===== config.mk =====
export PLATFORM = sky130hd
export DESIGN_NAME = psq_sequencer
export DESIGN_NICKNAME = d
export VERILOG_FILES = /design/src/rtl/psq_pkg.sv /design/src/rtl/psq_sequencer.sv
export SDC_FILE = /design/constraint.sdc
export NUM_CORES = 1
export LEC_CHECK = 0
export BUFFER_PORTS_ARGS = -buffer_cell sky130_fd_sc_hd__buf_2
export CAP_MARGIN = 40
export CORE_MARGIN = 2
export CORE_UTILIZATION = 24
export CTS_CLUSTER_SIZE = 25
export DETAILED_ROUTE_END_ITERATION = 10
export PLACE_DENSITY = 0.54
export SLEW_MARGIN = 10
export SYNTH_ARGS = -nofsm -noshare
export SYNTH_HDL_FRONTEND = slang
export SYNTH_SLANG_ARGS = --single-unit

===== constraint.sdc =====
create_clock -name pclk -period 2.4 [get_ports pclk]
set_input_delay 0.12 -clock pclk [delete_from_list [all_inputs] [get_ports pclk]]
set_output_delay 0.12 -clock pclk [all_outputs]
set_load 0.01 [all_outputs]

===== src/rtl/psq_pkg.sv =====
package psq_pkg;
  // Datapath widths
  localparam int PC_W = 11;
  localparam int WORD_W = 14;
  localparam int STK_DEPTH = 4;
  localparam int PCL_W = 8;
  // Register indices; byte address is four times the index
  localparam logic [7:0] IDX_CTRL = 8'h01;
  localparam logic [7:0] IDX_STAT = 8'h02;
  localparam logic [7:0] IDX_PCL = 8'h06;
  localparam logic [7:0] ADDR_CTRL = IDX_CTRL << 2;
  localparam logic [7:0] ADDR_STAT = IDX_STAT << 2;
  localparam logic [7:0] ADDR_PCL = IDX_PCL << 2;
  // Control register fields
  localparam int CTRL_W = 4;
  localparam int CTRL_TB_EN = 0;
  localparam int CTRL_T0_EN = 1;
  localparam int CTRL_T1_EN = 2;
  localparam int CTRL_GIE = 3;
  localparam logic [3:0] CTRL_RST = 4'h0;
  // Status register fields
  localparam int STAT_LVL_LSB = 0;
  localparam int STAT_PEND_LSB = 3;
  localparam int STAT_RUN = 6;
  localparam int STAT_HALT = 7;
  // Fixed program addresses
  localparam logic [10:0] VEC_RESET = 11'h000;
  localparam logic [10:0] VEC_TB = 11'h004;
  localparam logic [10:0] VEC_T0 = 11'h008;
  localparam logic [10:0] VEC_T1 = 11'h00c;
  // Instruction cycle is four clocks, phase 3 closes it
  localparam logic [1:0] PHASE_LAST = 2'h3;
  // Start-up wait, counted in system clock periods
  localparam int SST_PERIODS = 1024;
  localparam int CLK_PER_SYS = 1;
  localparam int SST_CYC = SST_PERIODS * CLK_PER_SYS;
endpackage


===== src/rtl/psq_sequencer.sv =====
`timescale 1ns/100ps
// Summary of operation
// - Instruction cycle is four clock phases
// - Fetch next word while executing current one
// - Control transfers add one dummy cycle
// - Eleven-bit counter addresses program ROM
// - Counter increments after every fetch
// - True skip discards prefetch, goes PC+2
// - Low counter byte is a register
// - Low byte write jumps within page
// - Reset clears counter, fetch from zero
// - First timer interrupt vectors to 008
// - Second timer interrupt vectors to 00C
// - Jump and call load instruction address
// - Returns load counter from stack top
// - Wait 1024 clocks after power-up, wake
// - Time base interrupt vectors to 004
// - Four-level stack, push call, pop return
// - Full stack withholds interrupt acknowledge
// - Call on full stack drops oldest
module psq_sequencer #(
  parameter int STACK_DEPTH = psq_pkg::STK_DEPTH,
  parameter int SST_CYCLES = psq_pkg::SST_CYC
) (
  // Clock and reset
  input wire logic pclk,
  input wire logic presetn,
  // APB slave
  input wire logic [7:0] paddr,
  input wire logic psel,
  input wire logic penable,
  input wire logic pwrite,
  input wire logic [31:0] pwdata,
  output logic [31:0] prdata,
  output logic pready,
  output logic pslverr,
  // Program ROM
  output logic [psq_pkg::PC_W-1:0] rom_addr,
  input wire logic [psq_pkg::WORD_W-1:0] rom_data,
  // Execute stage
  output logic [psq_pkg::WORD_W-1:0] exec_word,
  output logic exec_valid,
  output logic [1:0] exec_phase,
  input wire logic ctl_jump,
  input wire logic ctl_call,
  input wire logic ctl_ret,
  input wire logic ctl_interrupt_return,
  input wire logic ctl_skip,
  input wire logic halt_req,
  // Interrupt sources and wake pin
  input wire logic irq_tb,
  input wire logic irq_t0,
  input wire logic irq_t1,
  input wire logic wake_pin,
  // Status
  output logic [$clog2(STACK_DEPTH+1)-1:0] stack_level_pointer
);
  localparam int LW = $clog2(STACK_DEPTH + 1);
  localparam int CW = $clog2(SST_CYCLES + 1);
  localparam int PW = psq_pkg::PC_W;

  typedef enum logic [1:0] {ST_START, ST_RUN, ST_HALT} psq_state_t;

  typedef struct packed {
    psq_state_t st;
    logic [1:0] phase;
    logic [PW-1:0] pc;
    logic [psq_pkg::WORD_W-1:0] ir;
    logic ir_ok;
    logic [STACK_DEPTH-1:0][PW-1:0] stk;
    logic [LW-1:0] lvl;
    logic [2:0] pend;
    logic [psq_pkg::CTRL_W-1:0] ctrl;
    logic pcl_pend;
    logic [psq_pkg::PCL_W-1:0] pcl_val;
    logic [CW-1:0] sst_cnt;
    logic [2:0] wk;
    logic wk_lvl;
    logic [31:0] prdata;
    logic pready;
    logic pslverr;
  } psq_regs_t;

  psq_regs_t r;
  psq_regs_t n;
  logic cyc_end;
  logic wake_rise;
  logic xfer;
  logic ack;
  logic full;
  logic apb_wr;
  logic [2:0] pend_en;
  logic [PW-1:0] tgt;

  always_comb begin
    n = r;
    xfer = 1'b0;
    ack = 1'b0;
    tgt = r.pc;
    cyc_end = (r.st == ST_RUN) && (r.phase == psq_pkg::PHASE_LAST);
    full = (r.lvl == LW'(STACK_DEPTH));
    pend_en = r.pend & r.ctrl[psq_pkg::CTRL_T1_EN:psq_pkg::CTRL_TB_EN];
    // Only stages two and three decide the wake level
    n.wk = {r.wk[1:0], wake_pin};
    if (r.wk[1] == r.wk[2]) begin
      n.wk_lvl = r.wk[2];
    end
    wake_rise = (r.wk[1] == r.wk[2]) && r.wk[2] && !r.wk_lvl;
    case (r.st)
      ST_START: begin
        n.phase = 2'h0;
        n.ir_ok = 1'b0;
        n.sst_cnt = r.sst_cnt + CW'(1);
        if (r.sst_cnt == CW'(SST_CYCLES - 1)) begin
          n.st = ST_RUN;
          n.sst_cnt = '0;
        end
      end
      ST_RUN: begin
        n.phase = r.phase + 2'h1;
        if (cyc_end) begin
          if (r.ir_ok && halt_req) begin
            // Keep pc so the discarded prefetch is fetched again
            n.st = ST_HALT;
            n.ir_ok = 1'b0;
          end else if (r.ir_ok && (ctl_ret || ctl_interrupt_return)) begin
            xfer = 1'b1;
            tgt = r.stk[0];
            for (int i = 0; i < STACK_DEPTH - 1; i++) begin
              n.stk[i] = r.stk[i+1];
            end
            if (r.lvl != '0) begin
              n.lvl = r.lvl - LW'(1);
            end
            if (ctl_interrupt_return) begin
              n.ctrl[psq_pkg::CTRL_GIE] = 1'b1;
            end
          end else if (r.ir_ok && (ctl_jump || ctl_call)) begin
            xfer = 1'b1;
            tgt = r.ir[PW-1:0];
            if (ctl_call) begin
              n.stk[0] = r.pc;
              for (int i = 1; i < STACK_DEPTH; i++) begin
                n.stk[i] = r.stk[i-1];
              end
              if (!full) begin
                n.lvl = r.lvl + LW'(1);
              end
            end
          end else if (r.ir_ok && ctl_skip) begin
            xfer = 1'b1;
            tgt = r.pc + PW'(1);
          end else if (r.pcl_pend) begin
            xfer = 1'b1;
            tgt = {r.pc[PW-1:psq_pkg::PCL_W], r.pcl_val};
            n.pcl_pend = 1'b0;
          end else if (r.ir_ok && r.ctrl[psq_pkg::CTRL_GIE] &&
                       (pend_en != 3'h0) && !full) begin
            xfer = 1'b1;
            ack = 1'b1;
            n.ctrl[psq_pkg::CTRL_GIE] = 1'b0;
            // Prefetched word is the next one not yet executed
            n.stk[0] = r.pc;
            for (int i = 1; i < STACK_DEPTH; i++) begin
              n.stk[i] = r.stk[i-1];
            end
            n.lvl = r.lvl + LW'(1);
            if (pend_en[0]) begin
              tgt = psq_pkg::VEC_TB;
              n.pend[0] = 1'b0;
            end else if (pend_en[1]) begin
              tgt = psq_pkg::VEC_T0;
              n.pend[1] = 1'b0;
            end else begin
              tgt = psq_pkg::VEC_T1;
              n.pend[2] = 1'b0;
            end
          end
          if (xfer) begin
            n.pc = tgt;
            n.ir_ok = 1'b0;
          end else if (!(r.ir_ok && halt_req)) begin
            n.pc = r.pc + PW'(1);
            n.ir = rom_data;
            n.ir_ok = 1'b1;
          end
        end
      end
      ST_HALT: begin
        n.phase = 2'h0;
        if (wake_rise) begin
          n.st = ST_START;
        end
      end
      default: begin
        n.st = ST_START;
      end
    endcase
    // Zero-wait APB: answer is prepared in the setup cycle
    n.pready = psel && !penable;
    n.pslverr = 1'b0;
    if (psel && !penable) begin
      n.prdata = '0;
      case (paddr)
        psq_pkg::ADDR_CTRL: n.prdata[psq_pkg::CTRL_W-1:0] = r.ctrl;
        psq_pkg::ADDR_STAT: begin
          n.prdata[psq_pkg::STAT_LVL_LSB +: LW] = r.lvl;
          n.prdata[psq_pkg::STAT_PEND_LSB +: 3] = r.pend;
          n.prdata[psq_pkg::STAT_RUN] = (r.st == ST_RUN);
          n.prdata[psq_pkg::STAT_HALT] = (r.st == ST_HALT);
        end
        psq_pkg::ADDR_PCL: n.prdata[7:0] = r.pc[7:0];
        default: n.pslverr = 1'b1;
      endcase
    end
    apb_wr = psel && penable && r.pready && pwrite;
    if (apb_wr && paddr == psq_pkg::ADDR_CTRL) begin
      n.ctrl = pwdata[psq_pkg::CTRL_W-1:0];
    end
    // A write in the consuming cycle still lands
    if (apb_wr && paddr == psq_pkg::ADDR_PCL) begin
      n.pcl_pend = 1'b1;
      n.pcl_val = pwdata[7:0];
    end
    // Requests raised during acknowledge are kept
    n.pend = n.pend | {irq_t1, irq_t0, irq_tb};
  end

  always_ff @(posedge pclk or negedge presetn) begin
    if (!presetn) begin
      r <= '0;
      r.ctrl <= psq_pkg::CTRL_RST;
      r.pc <= psq_pkg::VEC_RESET;
    end else begin
      r <= n;
    end
  end

  assign prdata = r.prdata;
  assign pready = r.pready;
  assign pslverr = r.pslverr;
  assign rom_addr = r.pc;
  assign exec_word = r.ir;
  assign exec_valid = r.ir_ok;
  assign exec_phase = r.phase;
  assign stack_level_pointer = r.lvl;

  wire plain_end = cyc_end && !halt_req && !ctl_ret && !ctl_interrupt_return;
  wire do_jump = plain_end && r.ir_ok && (ctl_jump || ctl_call);
  wire do_skip = plain_end && r.ir_ok && ctl_skip && !ctl_jump &&
                 !ctl_call;
endmodule // psq_sequencer


### Word-level counts from Yosys, hierarchy flattened

Index checks and enable logic that the tools add are counted.

* register bits: 118
* bits of input ports: 69
* logic and storage cells: 169

* add/subtract/negate cells: 5
* equal/unequal tests: 33
* mux-type cells: 59
* bitwise gates (word level): 5
* reduce and logical (&&, ||, !) cells: 45

Operator list (number)
* two-way mux 51 bit: 4
* two-way mux 11 bit: 10
* two-way mux 47 bit: 2
* two-way mux 52 bit: 1
* two-way mux 36 bit: 1
* two-way mux 26 bit: 1
* adder 11 x 1 -> 11 bit, second input constant: 2
* two-way mux 1 bit: 22
* logical AND 1 bit: 16
* != test 2 x 1 -> 1 bit, second input constant: 8
* AND reduction 8 bit: 2
* nonzero test 2 bit: 7
* two-way mux 3 bit: 4
* two-way mux 4 bit: 3
* case mux 4 bit (3 select lines): 1
* AND reduction 4 bit: 3
* nonzero test 3 bit: 4
* == test 11 x 10 -> 1 bit, second input constant: 1
* two-way mux 2 bit: 5
* != test 2 bit, second input constant: 5
* != test 5 bit, second input constant: 2
* two-way mux 9 bit: 1
* != test 3 x 2 -> 1 bit, second input constant: 3
* != test 3 bit, second input constant: 3
* 29 further kinds: 36

### Depth between registers and ports, before layout

* depth after elaboration: 16
* mapped depth: 9

### Least setup slack after synthesis

Ideal clock, no wire load.

* kind: flip-flop to flip-flop
* from: reg r (netlist bit stack_level_pointer[0])
* to: reg r[90] in the netlist's numbering
* arrival time: 2355 ps
* required time: 2275 ps
* setup slack: -79 ps
* stages on the path, launching flop included: 9
* path buffers: 2
* cells stage by stage: dfrtp_1 > inv_1 > ha_1 > and2_4 > buf_6 > or4_4 > a211oi_4 > buf_6 > mux2_2

* cells in the longest elaborated chain, start to end: 5

Ends and longest elaborated chain
* start: declaration: RTL line psq_sequencer.sv:84 `psq_regs_t r;`
* start signal: assignment: RTL line psq_sequencer.sv:235 `r <= n;`
* == test 3 bit: RTL line psq_sequencer.sv:101 `full = (r.lvl == LW'(STACK_DEPTH));`
* logical NOT 1 bit: RTL line psq_sequencer.sv:158 `(pend_en != 3'h0) && !full) begin`
* logical AND 1 bit: RTL line psq_sequencer.sv:158
* nonzero test 3 bit (no source line)
* AND reduction 7 bit (no source line)

No other way between the ends.
A chain may end at the register's enable or synchronous reset.

### Worst setup path in the final report

* from: reg r (netlist bit stack_level_pointer[1])
* to: reg r[90] in the netlist's numbering

The elaborated chain is that of the path after synthesis.

==> impl_summary.log <==
INFO  metric hold-path-endpoint = prdata[2]
INFO  metric total_of_endpoints_with_negative_setup_slack_in_the_final_report = 0
INFO  metric synth-edff-count = 0
INFO  metric synth-warning-count = 0
INFO  metric clk_transition_reported_paths = 0.06 ns
INFO  metric path_delay_family = simple AND/OR/NAND/NOR gates
INFO  metric layout.filler_cells = 2,797
INFO  metric total_leakage_power = between 0.003 and 0.004 uW
INFO  metric hold_path.class = primary input to register
INFO  metric clock.fmax = between 400 and 500 MHz
INFO  metric drt_pre_antenna_iters = 5
INFO  metric core_area = between 0.02 and 0.03 sq mm
INFO  metric clock_latency = 0.42 ns
INFO  metric wl_per_instance = 16.0 um
INFO  metric setup.worst_path.class = register to register
INFO  metric global_routing_usage_on_met2 = 0.200
INFO  metric top_usage_layer = met2
INFO  metric tritoncts = built
INFO  metric synth_sequential_area_ratio = 0.452
INFO  metric hold_viol = 0
INFO  metric met3_track_usage_gr = 0.0274
INFO  metric layout.cells.most_common_list = 118 x sky130_fd_sc_hd__dfrtp_1, 100 x sky130_fd_sc_hd__nand2_1, 84 x sky130_fd_sc_hd__buf_2, 65 x sky130_fd_sc_hd__mux2_2, 45 x sky130_fd_sc_hd__a21oi_1
INFO  metric actual_slew_at_the_worst_max_slew_pin = ~0.70 ns
INFO  metric final_layout_setup_total_negative_slack = 0 ns
INFO  metric power_per_standard_cell_area = between 600 and 700 mW/mm^2
INFO  metric clk_root_buffer_cell = sky130_fd_sc_hd__clkbuf_16
INFO  metric synth.avg_cell_area = 10.0 sq um
INFO  metric drc = 0
INFO  metric worstPathRequired = ~2.7 ns
INFO  metric slowest_stage_cell_crit_path = sky130_fd_sc_hd__or4_4
INFO  metric critPathMaxFanout = 35
INFO  metric synth_cells = around 650
INFO  metric outcome = finished, final reports clean
INFO  metric design.portCount = between 100 and 150
INFO  metric areaGrowthSynthToFinish = 22.8%
INFO  metric ratio_of_cells_with_drive_above_1_in_the_final_layout = 0.302
INFO  metric min_path_cells = 4
INFO  metric critical_path.reg2reg.endpoint = r[90]
INFO  metric aggregate_global_route_resource_usage = 0.127
INFO  metric mostFrequentLayoutCell = sky130_fd_sc_hd__dfrtp_1
INFO  metric async_reset_ff_frac = 1.00
INFO  metric initial_core_util = 0.243
INFO  metric die_span_in_y = ~170 um
INFO  metric floorplan_die_area = between 0.02 and 0.03 sq mm
INFO  metric dp_worst_setup_slack = 0.116 ns
INFO  metric floorplan.rows = 60
INFO  metric cp_data_arrival_time = roughly 2.6 ns
INFO  metric place_congestion = ~0.84
INFO  metric io_buffer_count = 85
INFO  metric final-seq-area = 0.00295 sq mm
INFO  metric ys_ff_latch = between 100 and 150
INFO  metric rsz0062_at_grt = false
INFO  metric final_worst_path_cycle_share = 0.957
INFO  metric max-vdd-ir-drop = ~380 uV
INFO  metric clkSinkCount = between 100 and 150
INFO  metric grt_start_max_net_pins = 50
INFO  metric maxCapViolations = 0
INFO  metric worstHoldStart = paddr[6]
INFO  metric final_period_minus_worst_setup_slack = about 2.3 ns
INFO  metric setup.worst_path.start_class = register
INFO  metric final_core_utilization = 0.298
INFO  metric insertedDiodeCount = 0
INFO  metric design_power_total = between 5000 and 6000 uW
INFO  metric number_of_vias_per_cell_after_detailed_routing = 4.65
INFO  metric cts_buffer_depth = 2
INFO  metric timing.reg2reg.setup_slack = a little over 0.1 ns
INFO  metric timing.reg2reg.worst_path_depth = 7
INFO  metric critPathBufInv = 2
INFO  metric grt_first_pass_wirelength = 28,200 um
INFO  metric multiInputGateArea = approximately 0.0030 sq mm
INFO  metric floorplan.die.width = ~170 um
INFO  metric grt_antenna_before_repair = 1
INFO  metric met1_usage = 0.177
INFO  metric drt_iter0_drc = approximately 340
INFO  metric antenna_violating_nets_post_route = 0
INFO  metric crit_path_end_kind = register
INFO  metric detailroute.via_count = between 5,000 and 6,000
INFO  metric drt_wl_total = 17,500 um
INFO  metric postSynth.topFlopCell = sky130_fd_sc_hd__dfrtp_1
INFO  metric htreeDepth = 4
INFO  metric finish.net_count = 821
INFO  metric worstReg2RegStart = stack_level_pointer[1]
INFO  metric timing.critical_path.slowest_cell_delay = ~0.50 ns
INFO  metric overall_overflow_remaining_after_global_route = 0
INFO  metric dp.final_hpwl = 12,500 um
INFO  metric critical_path.cell_chain = inv_1 -> ha_2 -> and2_4 -> or4_4 -> a211oi_4 -> buf_12 -> mux2_2
INFO  metric numCtsBuffers = 17
INFO  metric skew = roughly 0.014 ns
INFO  metric post_cts_buffers = 0
INFO  metric timing.slew.headroom = 0.532
INFO  metric final.setup.worst_slack = between 0.1 and 0.15 ns
INFO  metric grt_pass1_vias = 4,990
INFO  metric synth_area = around 0.0065 sq mm
INFO  metric synth.distinct_cells = 67
INFO  metric slew_violations = 0
## sequential cells by signal, summed over array words and instances (netlist names)
name,flops
stack_level_pointer,3
rom_addr,11
exec_word,14
pslverr,1
r,75
exec_valid,1
prdata,8
n,2
exec_phase,2
pready,1
## cells in the mapped netlist (all sizes together) (3+ instances only)
library cell / n / area, sq um
xor2: 5 / 43.8
or3: 4 / 25.0
and2: 8 / 52.6
nor2b: 6 / 37.5
nor4b: 3 / 32.5
o211ai: 5 / 37.5
o31ai: 7 / 52.6
and3: 6 / 37.5
xnor2: 5 / 43.8
a31oi: 3 / 18.8
mux2: 72 / 811
or2: 4 / 25.0
a21o: 9 / 67.6
nand2: 102 / 388
buf: 72 / 538
nand2b: 4 / 25.0
a21oi: 45 / 225
nand3: 20 / 100
nand4: 11 / 68.8
and4: 3 / 26.3
o311ai: 3 / 26.3
clkbuf: 22 / 82.6
o21a: 4 / 30.0
ha: 7 / 87.6
mux2i: 8 / 80.1
inv: 7 / 26.3
nor3: 8 / 40.0
nor2: 19 / 76.3
a22oi: 4 / 30.0
a221o: 5 / 50.1
dfrtp: 118 / 2950
o21ai: 22 / 110
## cells by family (layout without fill, tap and decap cells)
family | after synthesis | count (layout) | share of synthesized area
adder cells (fa/ha/maj) | 7 | 7 | 0.0134
multiplexers | 80 | 80 | 0.136
flip-flops | 118 | 118 | 0.452
buffers and inverters | 101 | 183 | 0.0990
AO/OA/AOI/OAI | 132 | 132 | 0.134
XOR/XNOR | 10 | 10 | 0.0134
AND/OR/NAND/NOR | 204 | 204 | 0.151
other | 1 | 24 | 0.000574
## report_power, final
part | total (uW) | switching [uW] | internal (uW)
Combinational | 317 | 169 | 147
Sequential | 2130 | 70.2 | 2060
Clock | 2650 | 981 | 1670
Total | 5100 | 1220 | 3880
## per-layer routing
metal / up-vias / share of wire
met4: 2 / 0.010
met3: 14 / 0.037
met5: - / 0.00074
met1: 2527 / 0.49
met2: 140 / 0.46
li1: 2429 / -
## worst max-delay path by stage
stage / slack (ns) / cells past startpoint / end / start
after floorplan: -0.01 / 8 / r[90] / stack_level_pointer[0]
after global placement: 0.14 / 7 / r[95] / stack_level_pointer[0]
after detailed placement: 0.12 / 7 / r[100] / stack_level_pointer[1]
after CTS: 0.11 / 7 / r[100] / stack_level_pointer[1]
after global routing: 0.02 / 7 / r[90] / stack_level_pointer[1]
final: 0.10 / 7 / r[90] / stack_level_pointer[1]
## tightest hold or removal path: stages
cell	delay, ns
sky130_fd_sc_hd__buf_2	0.07
sky130_fd_sc_hd__nor3_1	0.07
sky130_fd_sc_hd__nand2_1	0.09
sky130_fd_sc_hd__o21ai_0	0.07
## final cells by class
| cell class | instances | area share |
|---|---|---|
| multi-input cells | 457 | 0.377 |
| flip-flops and latches | 118 | 0.368 |
| repair buffers | 144 | 0.122 |
| clock buffers | 19 | 0.0552 |
| well taps | 341 | 0.0532 |
| clock inverters | 13 | 0.0212 |
| inverters | 7 | 0.00328 |
## per-stage QoR
| stage | instances | area [sq um] | hold slack (ns) |
|---|---|---|---|
| final | 1099 | 8020 | 0.0514 |
| after global routing | 1099 | 8020 | 0.0775 |
| after CTS | 1099 | 8020 | 0.0317 |
| after detailed placement | 1040 | 7140 | 0.215 |
| after global placement | 1040 | 7140 | 0.210 |
| after floorplan | 676 | 6620 | -0.176 |
## repair_timing
item                      CTS  global route
resized for setup           0             0
hold buffers               27             0
hold endpoints to repair   76             0
(Power assumes the default switching activity.)
